==> config.mk <==
export PLATFORM = sky130hd
export DESIGN_NAME = program_flow_watchdog
export DESIGN_NICKNAME = d
export VERILOG_FILES = /design/src/hw/wdog_pkg.sv /design/src/hw/tick_edge.sv /design/src/hw/program_flow_watchdog.sv
export SDC_FILE = /design/constraint.sdc
export NUM_CORES = 1
export LEC_CHECK = 0
export ABC_CLOCK_PERIOD_IN_PS = 6400
export BUFFER_PORTS_ARGS = -buffer_cell sky130_fd_sc_hd__buf_4
export CAP_MARGIN = 20
export CORE_ASPECT_RATIO = 1.4
export CORE_MARGIN = 5
export CORE_UTILIZATION = 30
export CTS_BUF_LIST = sky130_fd_sc_hd__clkbuf_8
export DETAILED_ROUTE_END_ITERATION = 8
export HOLD_SLACK_MARGIN = 0.08
export PLACE_DENSITY = 0.52
export REMOVE_ABC_BUFFERS = 1
export SLEW_MARGIN = 20
export SYNTH_ARGS = -nofsm -noshare
export SYNTH_HDL_FRONTEND = slang
export SYNTH_SLANG_ARGS = --single-unit
==> constraint.sdc <==
create_clock -name clk_sys -period 6.4 [get_ports clk_sys]
set_input_delay 0 -clock clk_sys [delete_from_list [all_inputs] [get_ports clk_sys]]
set_output_delay 0 -clock clk_sys [all_outputs]
set_load 0.005 [all_outputs]
==> src/hw/wdog_pkg.sv <==
// Shared constants and types for the program flow watchdog.
package wdog_pkg;

  // Register byte offsets on the APB slave.
  localparam logic [7:0] OPTIONS_OFFS    = 8'h00;
  localparam logic [7:0] CAUSE_OFFS      = 8'h04;
  localparam logic [7:0] INT_STATUS_OFFS = 8'h08;
  localparam logic [7:0] INT_MASK_OFFS   = 8'h0C;
  localparam logic [7:0] COUNT_OFFS      = 8'h10;

  // Field positions of system_options_one.
  localparam int OPT_EN_BIT    = 0;
  localparam int OPT_CLK_BIT   = 1;
  localparam int OPT_TSEL_LSB  = 2;
  localparam int OPT_LOCK_BIT  = 7;

  // Field positions of reset_cause_status and of the interrupt registers.
  localparam int CAUSE_WDOG_BIT = 0;
  localparam int EV_SERVICE_BIT = 0;
  localparam int EV_WARN_BIT    = 1;
  localparam int EV_W           = 2;

  // Reset values.
  localparam logic       OPT_EN_RST   = 1'b1;
  localparam logic       OPT_CLK_RST  = 1'b0;
  localparam logic [2:0] OPT_TSEL_RST = 3'h7;
  localparam logic [1:0] INT_MASK_RST = 2'h0;

  // Clock source codes.
  localparam logic CLK_SEL_LFO = 1'b0;
  localparam logic CLK_SEL_BUS = 1'b1;

  // Overflow exponents: count = 2 ** exponent.
  localparam logic [4:0] LFO_EXP_BASE = 5'h05;
  localparam logic [4:0] LFO_EXP_MAX  = 5'h0B;
  localparam logic [2:0] LFO_TSEL_CAP = 3'h5;
  localparam logic [4:0] BUS_EXP_BASE = 5'h0D;
  localparam logic [4:0] BUS_EXP_MAX  = 5'h13;
  localparam logic [2:0] BUS_TSEL_CAP = 3'h6;

  // Counter must hold the largest overflow count minus one.
  localparam int CNT_W_MIN = 19;

  typedef enum logic [2:0] {
    ST_IDLE  = 3'b001,
    ST_COUNT = 3'b010,
    ST_FIRED = 3'b100
  } wdog_state_type;

endpackage

==> src/hw/tick_edge.sv <==
// Rising edge detector that turns a tick level into a one-cycle pulse.
module tick_edge (
  input  wire logic clk_sys,
  input  wire logic srst,
  input  wire logic level,
  output logic      pulse
);

  logic level_q;

  always_ff @(posedge clk_sys) begin
    if (srst) begin
      level_q <= 1'b0;
    end else begin
      level_q <= level;
    end
  end

  // A tick that is already high at reset release counts once.
  assign pulse = level & ~level_q;

endmodule // tick_edge

==> src/hw/program_flow_watchdog.sv <==
// Program flow watchdog with APB register access and system reset request.
module program_flow_watchdog #(
  parameter int CNT_W = 19
) (
  input  wire logic        clk_sys,
  input  wire logic        srst,
  input  wire logic        power_on_rst,
  input  wire logic [7:0]  paddr,
  input  wire logic        psel,
  input  wire logic        penable,
  input  wire logic        pwrite,
  input  wire logic [31:0] pwdata,
  output logic      [31:0] prdata,
  output logic             pready,
  output logic             pslverr,
  input  wire logic        lfo_tick,
  input  wire logic        bus_tick,
  input  wire logic        bdm_active,
  output logic             wdog_reset,
  output logic             irq
);

  generate
    if (CNT_W < wdog_pkg::CNT_W_MIN) begin : g_bad_width
      $error("Counter width too small for the longest overflow count.");
    end
  endgenerate

  // Register state.
  logic                      opt_en_q;
  logic                      opt_clk_q;
  logic [2:0]                opt_tsel_q;
  logic                      opt_lock_q;
  logic                      cause_q;
  logic                      srst_q;
  logic [wdog_pkg::EV_W-1:0] int_status_q;
  logic [wdog_pkg::EV_W-1:0] int_status_d;
  logic [wdog_pkg::EV_W-1:0] int_mask_q;
  logic [CNT_W-1:0]          count_q;
  logic [CNT_W-1:0]          count_d;
  logic [31:0]               prdata_q;
  logic                      pslverr_q;
  wdog_pkg::wdog_state_type  state_q;
  wdog_pkg::wdog_state_type  state_d;

  // Bus decode.
  wire        setup_ph   = psel & ~penable;
  wire        access_ph  = psel & penable;
  wire        wr_access  = access_ph & pwrite;
  wire        hit_opt    = (paddr == wdog_pkg::OPTIONS_OFFS);
  wire        hit_cause  = (paddr == wdog_pkg::CAUSE_OFFS);
  wire        hit_status = (paddr == wdog_pkg::INT_STATUS_OFFS);
  wire        hit_mask   = (paddr == wdog_pkg::INT_MASK_OFFS);
  wire        hit_count  = (paddr == wdog_pkg::COUNT_OFFS);
  wire        mapped     = hit_opt | hit_cause | hit_status | hit_mask | hit_count;
  wire        opt_wr     = wr_access & hit_opt & ~opt_lock_q;
  wire        service    = wr_access & hit_cause;
  wire        status_wr  = wr_access & hit_status;
  wire        mask_wr    = wr_access & hit_mask;

  // Read data assembly; unused bits read as zero.
  wire [31:0] opt_word   = {24'h0, opt_lock_q, 2'h0, opt_tsel_q, opt_clk_q, opt_en_q};
  wire [31:0] cause_word = {31'h0, cause_q};
  wire [31:0] stat_word  = {30'h0, int_status_q};
  wire [31:0] mask_word  = {30'h0, int_mask_q};
  wire [31:0] count_word = 32'(count_q);
  wire [31:0] rd_mux     = hit_opt    ? opt_word   :
                           hit_cause  ? cause_word :
                           hit_status ? stat_word  :
                           hit_mask   ? mask_word  :
                           hit_count  ? count_word : 32'h0;

  // Overflow selection.
  wire [4:0] lfo_exp = (opt_tsel_q > wdog_pkg::LFO_TSEL_CAP) ? wdog_pkg::LFO_EXP_MAX :
                       wdog_pkg::LFO_EXP_BASE + {2'h0, opt_tsel_q};
  wire [4:0] bus_exp = (opt_tsel_q > wdog_pkg::BUS_TSEL_CAP) ? wdog_pkg::BUS_EXP_MAX :
                       wdog_pkg::BUS_EXP_BASE + {2'h0, opt_tsel_q};
  wire [4:0] ovf_exp = (opt_clk_q == wdog_pkg::CLK_SEL_BUS) ? bus_exp : lfo_exp;
  wire [CNT_W-1:0] count_last = {CNT_W{1'b1}} >> (CNT_W - int'(ovf_exp));
  wire [CNT_W-1:0] count_half = count_last >> 1;

  // Tick pulses from both sources.
  logic lfo_pulse;
  logic bus_pulse;

  tick_edge u_lfo_edge (
    .clk_sys (clk_sys),
    .srst    (srst),
    .level   (lfo_tick),
    .pulse   (lfo_pulse)
  );

  tick_edge u_bus_edge (
    .clk_sys (clk_sys),
    .srst    (srst),
    .level   (bus_tick),
    .pulse   (bus_pulse)
  );

  wire tick     = (opt_clk_q == wdog_pkg::CLK_SEL_BUS) ? bus_pulse : lfo_pulse;
  wire run      = (state_q == wdog_pkg::ST_COUNT) & ~bdm_active;
  wire step     = run & tick;
  wire overflow = step & (count_q == count_last) & ~service;
  wire warn     = step & (count_q == count_half) & ~service;

  // Service wins over an overflow in the same cycle, the kinder outcome.
  always_comb begin
    count_d = count_q;
    if (service || overflow) begin
      count_d = '0;
    end else if (step) begin
      count_d = count_q + CNT_W'(1);
    end
  end

  always_comb begin
    state_d = state_q;
    case (state_q)
      wdog_pkg::ST_IDLE: begin
        if (opt_en_q) begin
          state_d = wdog_pkg::ST_COUNT;
        end
      end
      wdog_pkg::ST_COUNT: begin
        if (overflow) begin
          state_d = wdog_pkg::ST_FIRED;
        end else if (!opt_en_q) begin
          state_d = wdog_pkg::ST_IDLE;
        end
      end
      wdog_pkg::ST_FIRED: begin
        state_d = wdog_pkg::ST_FIRED;
      end
      default: begin
        state_d = wdog_pkg::ST_COUNT;
      end
    endcase
  end

  // Hardware set wins over a write-one-to-clear in the same cycle.
  assign int_status_d = (int_status_q & ~(status_wr ? pwdata[wdog_pkg::EV_W-1:0] : '0))
                      | {warn, service};

  always_ff @(posedge clk_sys) begin
    if (srst) begin
      state_q <= wdog_pkg::ST_COUNT;
      count_q <= '0;
    end else begin
      state_q <= state_d;
      count_q <= count_d;
    end
  end

  always_ff @(posedge clk_sys) begin
    if (srst) begin
      opt_en_q   <= wdog_pkg::OPT_EN_RST;
      opt_clk_q  <= wdog_pkg::OPT_CLK_RST;
      opt_tsel_q <= wdog_pkg::OPT_TSEL_RST;
      opt_lock_q <= 1'b0;
    end else if (opt_wr) begin
      opt_en_q   <= pwdata[wdog_pkg::OPT_EN_BIT];
      opt_clk_q  <= pwdata[wdog_pkg::OPT_CLK_BIT];
      opt_tsel_q <= pwdata[wdog_pkg::OPT_TSEL_LSB +: 3];
      opt_lock_q <= 1'b1;
    end
  end

  // The cause bit survives a system reset so software can read why it restarted.
  // Only a power-on reset clears it outright. Bus writes never touch it.
  // It is taken on the first reset edge only; by the second edge the state is already back to counting.
  always_ff @(posedge clk_sys) begin
    srst_q <= srst;
  end

  wire reset_entry = srst & ~srst_q;

  always_ff @(posedge clk_sys) begin
    if (srst && power_on_rst) begin
      cause_q <= 1'b0;
    end else if (reset_entry) begin
      cause_q <= (state_q == wdog_pkg::ST_FIRED);
    end
  end

  always_ff @(posedge clk_sys) begin
    if (srst) begin
      int_status_q <= '0;
      int_mask_q   <= wdog_pkg::INT_MASK_RST;
    end else begin
      int_status_q <= int_status_d;
      if (mask_wr) begin
        int_mask_q <= pwdata[wdog_pkg::EV_W-1:0];
      end
    end
  end

  // Read data is captured in the setup cycle, so zero wait states still give registered data.
  always_ff @(posedge clk_sys) begin
    if (srst) begin
      prdata_q  <= 32'h0;
      pslverr_q <= 1'b0;
    end else begin
      prdata_q  <= setup_ph ? rd_mux : prdata_q;
      pslverr_q <= setup_ph & ~mapped;
    end
  end

  assign prdata     = prdata_q;
  assign pslverr    = pslverr_q & access_ph;
  assign pready     = 1'b1;
  assign wdog_reset = (state_q == wdog_pkg::ST_FIRED);
  assign irq        = |(int_status_q & int_mask_q);

  // Checks.
  property p_overflow_fires;
    @(posedge clk_sys) disable iff (srst)
      overflow |=> wdog_reset && (count_q == '0);
  endproperty
  a_overflow_fires: assert property (p_overflow_fires) else $error("Overflow did not raise reset.");

  property p_fired_holds;
    @(posedge clk_sys) disable iff (srst)
      wdog_reset |=> wdog_reset [*3];
  endproperty
  a_fired_holds: assert property (p_fired_holds) else $error("Reset request dropped before system reset.");

  property p_service_clears;
    @(posedge clk_sys) disable iff (srst)
      service |=> (count_q == '0) && !wdog_reset;
  endproperty
  a_service_clears: assert property (p_service_clears) else $error("Service write did not clear counter.");

  property p_service_keeps_cause;
    @(posedge clk_sys) disable iff (srst)
      service |=> $stable(cause_q);
  endproperty
  a_service_keeps_cause: assert property (p_service_keeps_cause) else $error("Service write changed cause.");

  property p_tick_source;
    @(posedge clk_sys) disable iff (srst)
      run && !service && (count_q != count_last) && (opt_clk_q ? bus_pulse : lfo_pulse)
        |=> count_q == $past(count_q) + CNT_W'(1);
  endproperty
  a_tick_source: assert property (p_tick_source) else $error("Selected tick did not advance counter.");

  property p_lfo_cap;
    @(posedge clk_sys) disable iff (srst)
      (opt_clk_q == wdog_pkg::CLK_SEL_LFO) && (opt_tsel_q == 3'h6) |-> count_last == CNT_W'(2047);
  endproperty
  a_lfo_cap: assert property (p_lfo_cap) else $error("Low frequency overflow count wrong.");

  property p_lfo_base;
    @(posedge clk_sys) disable iff (srst)
      (opt_clk_q == wdog_pkg::CLK_SEL_LFO) && (opt_tsel_q == 3'h0) |-> count_last == CNT_W'(31);
  endproperty
  a_lfo_base: assert property (p_lfo_base) else $error("Shortest low frequency count wrong.");

  property p_bus_cap;
    @(posedge clk_sys) disable iff (srst)
      (opt_clk_q == wdog_pkg::CLK_SEL_BUS) && (opt_tsel_q == 3'h7) |-> count_last == CNT_W'(524287);
  endproperty
  a_bus_cap: assert property (p_bus_cap) else $error("Bus clock overflow count wrong.");

  property p_reset_defaults;
    @(posedge clk_sys)
      srst |=> opt_en_q && !opt_lock_q && (count_q == '0) && (state_q == wdog_pkg::ST_COUNT);
  endproperty
  a_reset_defaults: assert property (p_reset_defaults) else $error("Reset did not restore enabled watchdog.");

  property p_write_once;
    @(posedge clk_sys) disable iff (srst)
      opt_lock_q |=> $stable(opt_en_q) && $stable(opt_clk_q) && $stable(opt_tsel_q);
  endproperty
  a_write_once: assert property (p_write_once) else $error("Locked options changed.");

  property p_debug_pause;
    @(posedge clk_sys) disable iff (srst)
      bdm_active && !service |=> $stable(count_q) && !$rose(wdog_reset);
  endproperty
  a_debug_pause: assert property (p_debug_pause) else $error("Counter moved during debug.");

  property p_cause_set;
    @(posedge clk_sys)
      srst && !power_on_rst && wdog_reset |=> cause_q && !wdog_reset;
  endproperty
  a_cause_set: assert property (p_cause_set) else $error("Watchdog reset not recorded.");

  property p_reset_clears_count;
    @(posedge clk_sys)
      srst |=> count_q == '0;
  endproperty
  a_reset_clears_count: assert property (p_reset_clears_count) else $error("Reset left counter set.");

endmodule // program_flow_watchdog

==> impl_metrics.csv <==
group,metric,value,unit
critical_path,crit_arrival,5070,ps
global_routing,grt_pass1_vias,3435,
critical_path,crit_slowest_cell,"dfxtp_1",
global_routing,busiest_layer,"met2",
global_routing,grt_usage,0.158,
cts,cts_resized,0,
detailed_routing,drc,0,
outcome,outcome,"completed",
detailed_routing,vias,3516,
sta,fin_crit,4880,ps
die,fp-row-count,47,
cts,ctsHoldBuffers,13,
cells_and_area,final_nets,553,
die,start_util,0.308,
detailed_routing,wire_per_inst,17.8,um
synth,yosys_warnings,0,
synth,synth_top_area_frac,0.306,
die,dieArea,0.0146,mm2
critical_path,critical_path_class,"flip-flop to flip-flop",
detailed_routing,drt_pass1_iterations,5,
min_path,min_to,"pslverr_q",
synth,syn_area_per_cell,7.75,um2
global_routing,grtUsageMet2,0.287,
cts,cts.sink_count,56,
critical_path,rr_startpoint,"opt_tsel_q[1]",
job,drv_cap,0,
detailed_routing,drt_iter0_drc,237,
synth,synth_edf_count,0,
sta,rsz0062_at_grt,"false",
min_path,holdPathStages,3,
sta,fin_skew,7.75,ps
global_routing,grt_pass1_wl,18100,um
synth,yosysSeqAreaShare,0.306,
cells_and_area,final_util,0.353,
placement,dp_hpwl,8590,um
cts,cts-htree-levels,2,
critical_path,rr_endpoint,"count_q[1]",
sta,finalSetupTns,0,ps
cells_and_area,syn_to_final_growth,14.6,%
cts,clk_transition_reported_paths,110,ps
synth,synthFlopType,"dfxtp_1",
placement,io_buffers,43,
power_and_ir_drop,irDropWorstVdd,0.0709,mV
critical_path,rr_worst_depth,15,
cts,cts_buffers,5,
global_routing,antenna_found_initial,0,
sta,slew_headroom,0.443,
power_and_ir_drop,power.density,154,mW/mm2
min_path,hold_class,"primary input to flip-flop",
cts,insertion_delay,320,ps
synth,synth_seq_cells,56,
critical_path,end_kind,"flip-flop",
synth,ys_types,75,
global_routing,grt_overflow,0,
sta,tightest_slew,831,ps
critical_path,crit_fanout,29,
placement,post_dp_cell_area,0.00395,mm2
synth,yosysTopAreaCell,"dfxtp_1",
cells_and_area,n_antenna_cell,0,
power_and_ir_drop,p_leak,0.00162,uW
die,core,0.0119,mm2
sta,setup_violations,0,
sta,holdWs,115,ps
sta,fin_ws,1520,ps
placement,place_congestion,0.899,
cts,cts_tree,"done",
detailed_routing,vias_per_cell,5.43,
critical_path,crit_top_cell,"ha_1",
synth,async_reset_ff_frac,0,
sta,final-hold-violation-count,0,
global_routing,use_met1,0.179,
placement,preCtsSetupSlack,1550,ps
critical_path,cp.required,6590,ps
cts,cts-root-buf,"clkbuf_8",
global_routing,met3_usage,0.0153,
die,chipWidth,103,um
cts,clock_path_buffers,2,
die,die_h,141,um
die,num_io_pins,85,
cts,cts_setup_buffers,0,
critical_path,slowest_delay,750,ps
cells_and_area,post-route-cell-area,0.00420,mm2
critical_path,path_cells,"ha_1 -> inv_1 -> ha_1 -> a21oi_1 -> inv_1 -> ha_1 -> buf_4 -> and3b_1 -> a2bb2oi_1 -> a22oi_1 -> or3_1 -> o211ai_1 -> nand4_2 -> o21ai_4 -> nor2_1",
sta,max_freq,205,MHz
critical_path,ff2ff_setup_slack,1520,ps
sta,final_max_slew_viol_count,0,
detailed_routing,totalWireLength,11500,um
synth,syn-cell-area,0.00366,mm2
synth,syn_inst,473,
synth,ys_top_cells_by_area,"dfxtp_1 (31%), nor2_1 (4.9%), a21oi_1 (4.6%)",
cells_and_area,drive_gt1_frac,0.144,
critical_path,start_kind,"flip-flop",
detailed_routing,antenna_left,0,
global_routing,grt_max_degree,33,
min_path,hp-start,"paddr[1]",
sta,period_share,0.763,
==> sequential cells by signal, summed over array words and instances (netlist names) <==
| name | cells |
|---|---|
| prdata | 19 |
| u_bus_edge.level_q | 1 |
| int_status_q | 2 |
| opt_lock_q | 1 |
| pslverr_q | 1 |
| opt_tsel_q | 3 |
| u_lfo_edge.level_q | 1 |
| cause_q | 1 |
| srst_q | 1 |
| count_q | 19 |
| int_mask_q | 2 |
| opt_clk_q | 1 |
| opt_en_q | 1 |
| state_q | 3 |
==> cells in the final DEF, fill, tap and decap left out, drive strengths merged, types with 3 or more instances in the layout <==
cell / count
a21boi: 3
dlygate4sd3: 13
and3b: 3
or4: 6
ha: 5
nor2b: 5
a221oi: 6
a2111oi: 3
nand3: 28
mux2i: 11
a31oi: 4
or3: 3
clkbuf: 5
nor4: 4
nor3: 18
inv: 18
o21ai: 22
nand2b: 4
a22oi: 3
nand4: 4
a211oi: 7
xor2: 11
xnor2: 13
nor2: 48
o211ai: 6
nand2: 46
nor3b: 3
o22ai: 3
and3: 8
conb: 14
dfxtp: 56
a21oi: 36
buf: 45
==> cell families after synthesis <==
group | count (synthesis) | share of synthesized area
buffers and inverters | 67 | 0.0926
flip-flops | 56 | 0.306
other | 2 | 0.00205
AO/OA/AOI/OAI | 116 | 0.224
adder cells (fa/ha/maj) | 6 | 0.0198
AND/OR/NAND/NOR | 189 | 0.262
multiplexers | 13 | 0.0362
XOR/XNOR | 24 | 0.0574
==> synth_stat cells, types with 3 or more instances <==
| library cell | n |
|---|---|
| nand4_1 | 3 |
| clkbuf_1 | 28 |
| nor2_1 | 48 |
| nand2_1 | 45 |
| dfxtp_1 | 56 |
| xnor2_1 | 13 |
| a211oi_1 | 5 |
| and3b_1 | 3 |
| o211ai_1 | 6 |
| o22ai_1 | 3 |
| buf_2 | 3 |
| or3_1 | 3 |
| nor4_1 | 4 |
| a221oi_1 | 6 |
| o21ai_0 | 19 |
| a21oi_1 | 34 |
| or4_1 | 6 |
| buf_6 | 4 |
| inv_1 | 16 |
| a22oi_1 | 3 |
| nor3_1 | 18 |
| nor2b_1 | 5 |
| nand2b_1 | 4 |
| xor2_1 | 11 |
| a31oi_1 | 4 |
| nand3_1 | 28 |
| ha_1 | 5 |
| buf_4 | 14 |
| and3_1 | 8 |
| mux2i_1 | 11 |
==> critical path: cells and delay by family, from the launching register on <==
family / cells / cell delay [ps]
AND/OR/NAND/NOR: 4 / 940
AO/OA/AOI/OAI: 5 / 1660
buffers and inverters: 3 / 430
adder cells (fa/ha/maj): 3 / 950
flip-flops: 1 / 750
==> per-layer routing <==
layer | wire (um) | share of wire
met1 | 4360 | 0.38
met2 | 6230 | 0.54
met3 | 525 | 0.046
met4 | 416 | 0.036
met5 | 0 | 0
==> report_power, final <==
group	leakage (uW)	internal (uW)	total (uW)	switching, uW
Sequential	0.000453	352	357	4.21
Clock	0.0000599	117	237	120
Combinational	0.00110	25.0	51.9	26.9
==> area by class of cell <==
| type | instances | area, um2 |
|---|---|---|
| Fill cell | 1283 | 7680 |
| Multi-Input combinational cell | 362 | 2250 |
| Sequential cell | 56 | 1120 |
| Timing Repair Buffer | 58 | 468 |
| Tap cell | 147 | 184 |
| Clock buffer | 5 | 68.8 |
| Inverter | 16 | 60.1 |
| Clock inverter | 3 | 42.5 |
==> stage by stage <==
step | total power [uW] | std cells
final | 645 | 647
after detailed placement | 411 | 626
after CTS | 656 | 647
after global routing | 671 | 647
after floorplan | 384 | 434
after global placement | 410 | 626
==> worst max-delay path by stage <==
stage,endpoint,startpoint
global placement,count_q[16],opt_tsel_q[1]
global route,count_q[1],opt_tsel_q[1]
finish,count_q[1],opt_tsel_q[1]
CTS,count_q[1],opt_tsel_q[1]
detailed placement,count_q[16],opt_tsel_q[1]
floorplan,count_q[0],opt_tsel_q[1]
No activity file was read; power rests on OpenSTA's default activity.
